`src/include/irq_unit_pkg.sv`:
```
package irq_unit_pkg;

  // register offsets on the host register port
  localparam logic [7:0] ENABLE_OFFSET = 8'hF0;
  localparam logic [7:0] PENDING_OFFSET = 8'hF1;

  // source count and bit positions inside both registers
  localparam int NUM_SRC = 5;
  localparam int KEY_BIT = 4;
  localparam int DMA_BIT = 3;
  localparam int TOUCH_BIT = 2;
  localparam int XFER_DONE_BIT = 1;
  localparam int SHARED_BIT = 0;

  // values after reset
  localparam logic [NUM_SRC-1:0] ENABLE_RESET = 5'h00;
  localparam logic [NUM_SRC-1:0] PENDING_RESET = 5'h00;
  localparam logic [7:0] READ_RESET = 8'h00;
  localparam logic [2:0] UNUSED_BITS = 3'h0;

  // block-transfer operation codes that involve host data
  localparam logic [3:0] OP_WRITE_RASTER = 4'h0;
  localparam logic [3:0] OP_READ = 4'h1;
  localparam logic [3:0] OP_TRANSPARENT_WRITE = 4'h4;
  localparam logic [3:0] OP_COLOR_EXPAND = 4'h8;
  localparam logic [3:0] OP_COLOR_EXPAND_TRANSP = 4'h9;

  // one host register access, same clock as the block
  typedef struct packed {
    logic wr;
    logic rd;
    logic [7:0] addr;
    logic [7:0] wdata;
  } reg_req_t;

  // one-cycle event pulses from the generators
  typedef struct packed {
    logic key;
    logic dma;
    logic touch;
    logic xfer_done;
    logic host_rw;
    logic font_done;
  } irq_event_t;

endpackage : irq_unit_pkg

```
`src/irq_flag_bank.sv`:
```
`timescale 1ns/1ps

module irq_flag_bank #(
  parameter int WIDTH = 5,
  parameter logic [WIDTH-1:0] RESET_VALUE = '0
) (
  input wire logic mclk_in,
  input wire logic rst_n_in,
  input wire logic [WIDTH-1:0] set_in,
  input wire logic [WIDTH-1:0] clear_in,
  output logic [WIDTH-1:0] flag_out
);

  genvar i;
  generate
    for (i = 0; i < WIDTH; i = i + 1) begin : g_flag
      // sticky flag, set beats clear
      always_ff @(posedge mclk_in) begin
        if (!rst_n_in) begin
          flag_out[i] <= RESET_VALUE[i];
        end else if (set_in[i]) begin
          flag_out[i] <= 1'b1;
        end else if (clear_in[i]) begin
          flag_out[i] <= 1'b0;
        end
      end
    end
  endgenerate
endmodule : irq_flag_bank

```
`src/display_ctrl_irq_unit.sv`:
```
`timescale 1ns/1ps

module display_ctrl_irq_unit (
  input wire logic mclk_in,
  input wire logic rst_n_in,
  input wire irq_unit_pkg::reg_req_t req_in,
  input wire irq_unit_pkg::irq_event_t event_in,
  input wire logic engine_on_in,
  input wire logic [3:0] xfer_op_in,
  input wire logic text_mode_in,
  output logic [7:0] rdata_out,
  output logic irq_out
);

  logic [irq_unit_pkg::NUM_SRC-1:0] enable;
  logic [irq_unit_pkg::NUM_SRC-1:0] pending;
  logic [irq_unit_pkg::NUM_SRC-1:0] set_vec;
  logic [irq_unit_pkg::NUM_SRC-1:0] clear_vec;
  logic host_mode;
  logic font_mode;
  logic enable_wr;
  logic pending_wr;

  // host-related operation decode
  function automatic logic is_host_op(input logic [3:0] op);
    logic hit;
    hit = 1'b0;
    case (op)
      irq_unit_pkg::OP_WRITE_RASTER: hit = 1'b1;
      irq_unit_pkg::OP_READ: hit = 1'b1;
      irq_unit_pkg::OP_TRANSPARENT_WRITE: hit = 1'b1;
      irq_unit_pkg::OP_COLOR_EXPAND: hit = 1'b1;
      irq_unit_pkg::OP_COLOR_EXPAND_TRANSP: hit = 1'b1;
      default: hit = 1'b0;
    endcase
    return hit;
  endfunction : is_host_op

  assign host_mode = engine_on_in && is_host_op(xfer_op_in);
  assign font_mode = !engine_on_in && text_mode_in;
  assign enable_wr = req_in.wr && (req_in.addr == irq_unit_pkg::ENABLE_OFFSET);
  assign pending_wr = req_in.wr && (req_in.addr == irq_unit_pkg::PENDING_OFFSET);

  // enable register
  always_ff @(posedge mclk_in) begin
    if (!rst_n_in) begin
      enable <= irq_unit_pkg::ENABLE_RESET;
    end else if (enable_wr) begin
      enable <= req_in.wdata[irq_unit_pkg::NUM_SRC-1:0];
    end
  end

  // event routing into the status flags
  always_comb begin
    set_vec = '0;
    set_vec[irq_unit_pkg::KEY_BIT] = event_in.key;
    set_vec[irq_unit_pkg::DMA_BIT] = event_in.dma;
    set_vec[irq_unit_pkg::TOUCH_BIT] = event_in.touch;
    set_vec[irq_unit_pkg::XFER_DONE_BIT] = event_in.xfer_done;
    set_vec[irq_unit_pkg::SHARED_BIT] = (host_mode && event_in.host_rw)
      || (font_mode && event_in.font_done);
  end

  // write one clears, write zero leaves alone
  assign clear_vec = pending_wr ? req_in.wdata[irq_unit_pkg::NUM_SRC-1:0] : '0;

  irq_flag_bank #(
    .WIDTH(irq_unit_pkg::NUM_SRC),
    .RESET_VALUE(irq_unit_pkg::PENDING_RESET)
  ) u_flags (
    .mclk_in(mclk_in),
    .rst_n_in(rst_n_in),
    .set_in(set_vec),
    .clear_in(clear_vec),
    .flag_out(pending)
  );

  // read data, held between reads
  always_ff @(posedge mclk_in) begin
    if (!rst_n_in) begin
      rdata_out <= irq_unit_pkg::READ_RESET;
    end else if (req_in.rd) begin
      case (req_in.addr)
        irq_unit_pkg::ENABLE_OFFSET: begin
          rdata_out <= {irq_unit_pkg::UNUSED_BITS, enable};
        end
        irq_unit_pkg::PENDING_OFFSET: begin
          rdata_out <= {irq_unit_pkg::UNUSED_BITS, pending};
        end
        default: begin
          rdata_out <= irq_unit_pkg::READ_RESET;
        end
      endcase
    end
  end

  // interrupt request
  always_ff @(posedge mclk_in) begin
    if (!rst_n_in) begin
      irq_out <= 1'b0;
    end else begin
      irq_out <= |(pending & enable);
    end
  end
endmodule : display_ctrl_irq_unit

```
`config.mk`:
```
export PLATFORM = sky130hd
export DESIGN_NAME = display_ctrl_irq_unit
export DESIGN_NICKNAME = d
export VERILOG_FILES = /design/src/include/irq_unit_pkg.sv /design/src/irq_flag_bank.sv /design/src/display_ctrl_irq_unit.sv
export SDC_FILE = /design/constraint.sdc
export NUM_CORES = 1
export LEC_CHECK = 0
export BUFFER_PORTS_ARGS = -buffer_cell sky130_fd_sc_hd__clkbuf_2
export CORE_MARGIN = 2
export CORE_UTILIZATION = 43
export CTS_CLUSTER_SIZE = 8
export DETAILED_ROUTE_END_ITERATION = 8
export PLACE_DENSITY = 0.88
export SLEW_MARGIN = 0
export SYNTH_ARGS = -nofsm -noshare
export SYNTH_HDL_FRONTEND = slang
export SYNTH_SLANG_ARGS = --single-unit
export TNS_END_PERCENT = 100
```
`constraint.sdc`:
```
create_clock -name mclk_in -period 1.2 [get_ports mclk_in]
set_input_delay 0.06 -clock mclk_in [delete_from_list [all_inputs] [get_ports mclk_in]]
set_output_delay 0.06 -clock mclk_in [all_outputs]
set_load 0.1 [all_outputs]
```
==> results of run 1 <==
## placed cells by master (no fill, tap or decap), drive strengths merged, types with 3 or more instances in the layout
cell type,n
a31oi,5
conb,3
o21ai,10
a41oi,5
nand2,11
dlygate4sd3,3
buf,8
dfxtp,16
nand3,11
clkbuf,32
inv,5
mux2i,5
## per-stage QoR
| stage | hold WS [ns] | worst slack, ns |
|---|---|---|
| after global routing | 0.0192 | 0.192 |
| final | 0.00499 | 0.236 |
| after CTS | 0.00395 | 0.225 |
| after detailed placement | 0.290 | 0.0901 |
| after floorplan | 0.181 | 0.193 |
| after global placement | 0.285 | 0.130 |
## report_power, final
part           total [W]  switching, W  leakage (nW)  internal, W
Clock           0.000355      0.000170        0.0210     0.000185
Combinational   0.000239      0.000163         0.327    0.0000757
Sequential      0.000568     0.0000149         0.133     0.000553
Total            0.00116      0.000349         0.481     0.000813
## metal layers
layer / track usage, % / wire (um) / vias to the layer above
li1: - / - / 394
met1: 22.7 / 709 / 322
met2: 29.2 / 810 / 37
met3: 3.53 / 131 / 4
met4: 8.57 / 19 / 0
met5: 0 / 0 / -
## sequential cells by signal, summed over array words and instances, names as in the netlist
name and count:
enable 5, rdata_out 5, u_flags.flag_out 5, irq_out 1
## final cells by class
type / instances / area share (%)
tap: 25 / 2.99
multi-input combinational: 60 / 38.6
clock buffer: 4 / 3.46
timing repair buffer: 39 / 22.0
sequential: 16 / 31.2
inverter: 5 / 1.79
## kinds of logic after synthesis
kind of cell / synth area share (%)
AND/OR/NAND/NOR: 23.7
AO/OA/AOI/OAI: 20.5
flip-flops: 41.4
buffers and inverters: 7.43
multiplexers: 6.46
other: 0.484
## worst register-to-register path, stage by stage, from the launching register on
cell	delay [ns]
dfxtp_1	0.35
a222oi_1	0.35
a21boi_0	0.13
## worst paths after layout
check / start / cells after the start / slack, ns / to
worst max-delay path: rdata_out[2]$_SDFFE_PN0P_ / 1 / 0.24 / rdata_out[2]
worst min-delay path: req_in[2] / 2 / 0.005 / u_flags.flag_out[2]$_SDFFE_PN0P_
worst max register to register: u_flags.flag_out[3]$_SDFFE_PN0P_ / 2 / 0.25 / irq_out$_SDFF_PN0_
worst min register to register: enable[3]$_SDFFE_PN0P_ / 2 / 0.49 / enable[3]$_SDFFE_PN0P_
==> impl_metrics.toml, run 1 <==
[setup_path]
cp_cell_sequence = "buf_4"
end_kind = "primary output"
crit_fanout = 2
arrival_ns = 0.90
slowest_stage = "dfxtp_2"
worstSetupStartpointType = "register"
path_buf_inv = 1
max_stage_delay_ns = 0.33
crit_family = "flip-flops"
required_ns = 1.14
crit_type = "register to primary output"

[synth]
synth_top_area_cell = "dfxtp_1"
synthFlopType = "dfxtp_1"
synth-edff-count = 0
ys_async_sr_fraction_pct = 0
yosysSeqAreaShare_pct = 41.4
ys_ff_latch = 16
yosysTopAreaCellShare_pct = 41.4
yosys_warnings = 0
syn_avg_cell_area_um2 = 9.01
synthTopCellsByCount = "dfxtp_1, nand2_1, nand3_1, o21ai_0"
synth_area_leaders = "dfxtp_1, mux2i_1, nand3_1"
postSynthCellCount = 86
yosysMostFrequentCell = "dfxtp_1"
synth_cell_type_count = 24
synth_area_um2 = 774

[floorplan]
dieHeight_um = 46.4
die_area_um2 = 2160
die_x_um = 46.4
core_um2 = 1710
pin_count = 41
fp-row-count = 15
initial_core_util_pct = 45.3

[global_routing]
grt-ovfl-total = 0
antenna_found_initial = 0
grt_pass1_vias = 641
grt_max_degree = 22
grt_use_total_pct = 18.0
grt_pass1_wl_um = 2700

[detailed_routing]
drtPass1Iterations = 4
ant_nets = 0
wl_um = 1670
drt-vias-per-instance = 5.08
drt_iter0_drc = 10
drt_drc_violations_left = 0
wl_per_cell_um = 11.2
vias = 757

[worst_hold_path]
hold_class = "input pin to register"

[cts]
ctsResizeCount = 0
htree_levels = 1
postCtsSetupRepairBufs = 0
root_buffer = "clkbuf_4"
clk_pin_slew_ns = 0.09
cts_buffers = 3
cts_tree = "built"
hold_buffers = 3
clk_latency_ns = 0.29
cts_sinks = 16
clockBufferDepth = 2

[placement]
gp_congestion = 0.773
dp.cells = 142
dpl.hpwl_um = 1330
placedInstanceArea_um2 = 981
portBuffers = 34

[final_layout]
instances_no_fill = 149
multiInputGateArea_um2 = 404
nNetsFinal = 157
antennaDiodeCount = 0
regArea_um2 = 327
area_growth_pct = 35.2
final_layout_size_suffix_gt1_share_pct = 39.5
design_area_um2 = 1050
fill_cells = 157
utilization_pct = 61.3

[timing]
min_period_over_period_pct = 80.4
slew_violations = 0
hold_violations = 0
fmax_mhz = 1040
finClkSkew_ns = 0.00148
final.min_clock_period_ns = 0.964
final-setup-viol-count = 0
rsz0062_at_grt = "no"
setup_tns_ns = 0

[run]
cap_violations = 0

[run_status]
status = "finished, final reports clean"

[pwr]
power_w = 0.00116
peakVddDrop_uv = 788
powerDensity_nw_per_um2 = 1110
p_leak_nw = 0.481
Power figures use the tool's default switching activity.
==> run 2, diff against run 1 <==
--- a/config.mk
+++ b/config.mk
@@ -7,10 +7,10 @@
 export LEC_CHECK = 0
 export BUFFER_PORTS_ARGS = -buffer_cell sky130_fd_sc_hd__clkbuf_2
 export CORE_MARGIN = 2
-export CORE_UTILIZATION = 43
+export CORE_UTILIZATION = 39
 export CTS_CLUSTER_SIZE = 8
 export DETAILED_ROUTE_END_ITERATION = 8
-export PLACE_DENSITY = 0.88
+export PLACE_DENSITY = 0.85
 export SLEW_MARGIN = 0
 export SYNTH_ARGS = -nofsm -noshare
 export SYNTH_HDL_FRONTEND = slang
==> constraint.sdc (replaced) <==
create_clock -name mclk_in -period 0.88 [get_ports mclk_in]
set_input_delay 0.044 -clock mclk_in [delete_from_list [all_inputs] [get_ports mclk_in]]
set_output_delay 0.044 -clock mclk_in [all_outputs]
set_load 0.1 [all_outputs]
==> run 2 against run 1 <==
Compared with the run above: the flow now finishes with violations (setup timing); die area is 9.4% higher; count of clock-buffer cells in the layout is the same; hold slack better by 0.0048 ns; critical path depth is 1 higher; clock skew is 0.00091 ns lower; register-to-register slack worse by 0.29 ns; sequential cell count stayed put; global-route usage rose by 0.13 points; wire length up 16%; design area increased by 15%.
==> impl_metrics.toml, run 2 (synthesis results as in run 1) <==
[global_routing]
antenna_found_initial = 0
grt_max_degree = 22
grt_pass1_vias = 819
grt_pass1_wl_um = 3340
grt_use_total_pct = 18.2
grt-ovfl-total = 0

[floorplan]
die_x_um = 48.6
core_um2 = 1920
fp-row-count = 16
pin_count = 41
dieHeight_um = 48.6
die_area_um2 = 2360
initial_core_util_pct = 40.3

[final_layout]
antennaDiodeCount = 0
layout_common_cells = "clkbuf_2, nand2_1, o21ai_0, nand3_1, dfxtp_1"
final_layout_size_suffix_gt1_share_pct = 43.2
largestRegisters = "enable x5, rdata_out x5, u_flags.flag_out x5"
layout_commonest_cell = "clkbuf_2"
area_growth_pct = 55.6
design_area_um2 = 1200
nNetsFinal = 165

[setup_path]
crit_start = "enable[3]$_SDFFE_PN0P_"
arrival_ns = 1.08
required_ns = 1.04
max_stage_delay_ns = 0.35
end_kind = "register"
reg2reg_slack_ns = -0.04
slowest_stage = "a222oi_1"
crit_fanout = 2
worstSetupStartpointType = "register"
ff2ff_path_depth = 2
timing.rr.end = "irq_out$_SDFF_PN0_"
r2r_start = "enable[3]$_SDFFE_PN0P_"
crit_type = "register to register"
cp_cell_sequence = "a222oi_1 -> a21boi_1"

[run]
cap_violations = 0

[cts]
htree_levels = 1
clk_pin_slew_ns = 0.09
cts_tree = "built"
clk_latency_ns = 0.28
clockBufferDepth = 2
root_buffer = "clkbuf_4"
postCtsSetupRepairBufs = 0
cts_sinks = 16
cts_buffers = 3

[timing]
final.min_clock_period_ns = 0.920
rsz0062_at_grt = "yes"
min_period_over_period_pct = 105
setup_ws_ns = -0.0396
setup_tns_ns = -0.0396
fmax_mhz = 1090
hold_ws_ns = 0.00980
hold_violations = 0
slew_violations = 0
finClkSkew_ns = 0.000567
final-setup-viol-count = 1

[pwr]
p_int_w = 0.00114
pwr-share-seq_pct = 47.1
peakVddDrop_uv = 867
powerDensity_nw_per_um2 = 1350
sw_frac_of_total_pct = 29.8
p_leak_nw = 0.543
clkPwrFrac_pct = 29.6
p_sw_w = 0.000486
combPwrFrac_pct = 23.3

[worst_hold_path]
hold-path-cell-count = 3
min_from = "event_in[5]"
hold_class = "input pin to register"
worstHoldEndpoint = "u_flags.flag_out[4]$_SDFFE_PN0P_"

[placement]
gp_congestion = 0.716
portBuffers = 34
dpl.hpwl_um = 1530
placedInstanceArea_um2 = 1120

[detailed_routing]
drt-vias-per-instance = 5.09
vias = 810
wl_um = 1950
drt_drc_violations_left = 0
drtPass1Iterations = 4
drt_iter0_drc = 36
wl_per_cell_um = 12.2
ant_nets = 0

[run_status]
status = "finished with violations"
violations = "setup timing"
run 2: worst max-delay path by stage:
stage | slack [ns] | endpoint | depth (start not counted)
after floorplan | -0.03 | u_flags.flag_out[0]$_SDFFE_PN0P_ | 3
after global placement | -0.09 | enable[2]$_SDFFE_PN0P_ | 5
after detailed placement | -0.13 | rdata_out[3]$_SDFFE_PN0P_ | 5
after CTS | -0.03 | irq_out$_SDFF_PN0_ | 2
after global routing | -0.10 | irq_out$_SDFF_PN0_ | 2
final | -0.04 | irq_out$_SDFF_PN0_ | 2
run 2: metrics by stage:
step           setup WS [ns]  std cells  util, %  total power [W]
6_report             -0.0396        159     62.7          0.00163
5_1_grt               -0.102        159     62.7          0.00169
4_1_cts              -0.0288        159     62.6          0.00164
3_5_place_dp          -0.129        150     58.1          0.00115
3_3_place_gp         -0.0926        150     58.1          0.00114
2_1_floorplan        -0.0321         88        -         0.000995
run 2: per-layer routing:
metal,GRT usage (%),share of wire [%],up-vias
li1,-,-,407
met3,3.40,5.9,6
met4,10.0,2.3,0
met5,0,0,-
met2,33.1,53,31
met1,19.7,39,366
run 2: power by group through the flow:
stage	Clock [W]	Sequential, W	Combinational (W)
2_1_floorplan	0	0.000855	0.000139
3_3_place_gp	0	0.000782	0.000354
3_5_place_dp	0	0.000785	0.000363
4_1_cts	0.000489	0.000768	0.000382
5_1_grt	0.000520	0.000771	0.000404
6_report	0.000482	0.000768	0.000380
run 2: critical path: cells and delay by family, from the launching register on:
kind / cells / cell delay [ns]
AO/OA/AOI/OAI: 2 / 0.47
flip-flops: 1 / 0.33
run 2: layout make-up:
cell class / instances / area (um^2)
Timing Repair Buffer: 47 / 370
Inverter: 5 / 18.8
Tap cell: 27 / 33.8
Fill cell: 175 / 717
Clock buffer: 4 / 36.3
Multi-Input combinational cell: 60 / 404
Sequential cell: 16 / 342
run 2: repair_timing:
item | 4_1_cts | 5_1_grt
endpoints found under the setup margin | 1 | 6
pin swaps | 1 | 0
hold buffers | 5 | 0
resized for setup | 1 | 1
gates cloned | 0 | 0
endpoints found under the hold margin | 7 | 0
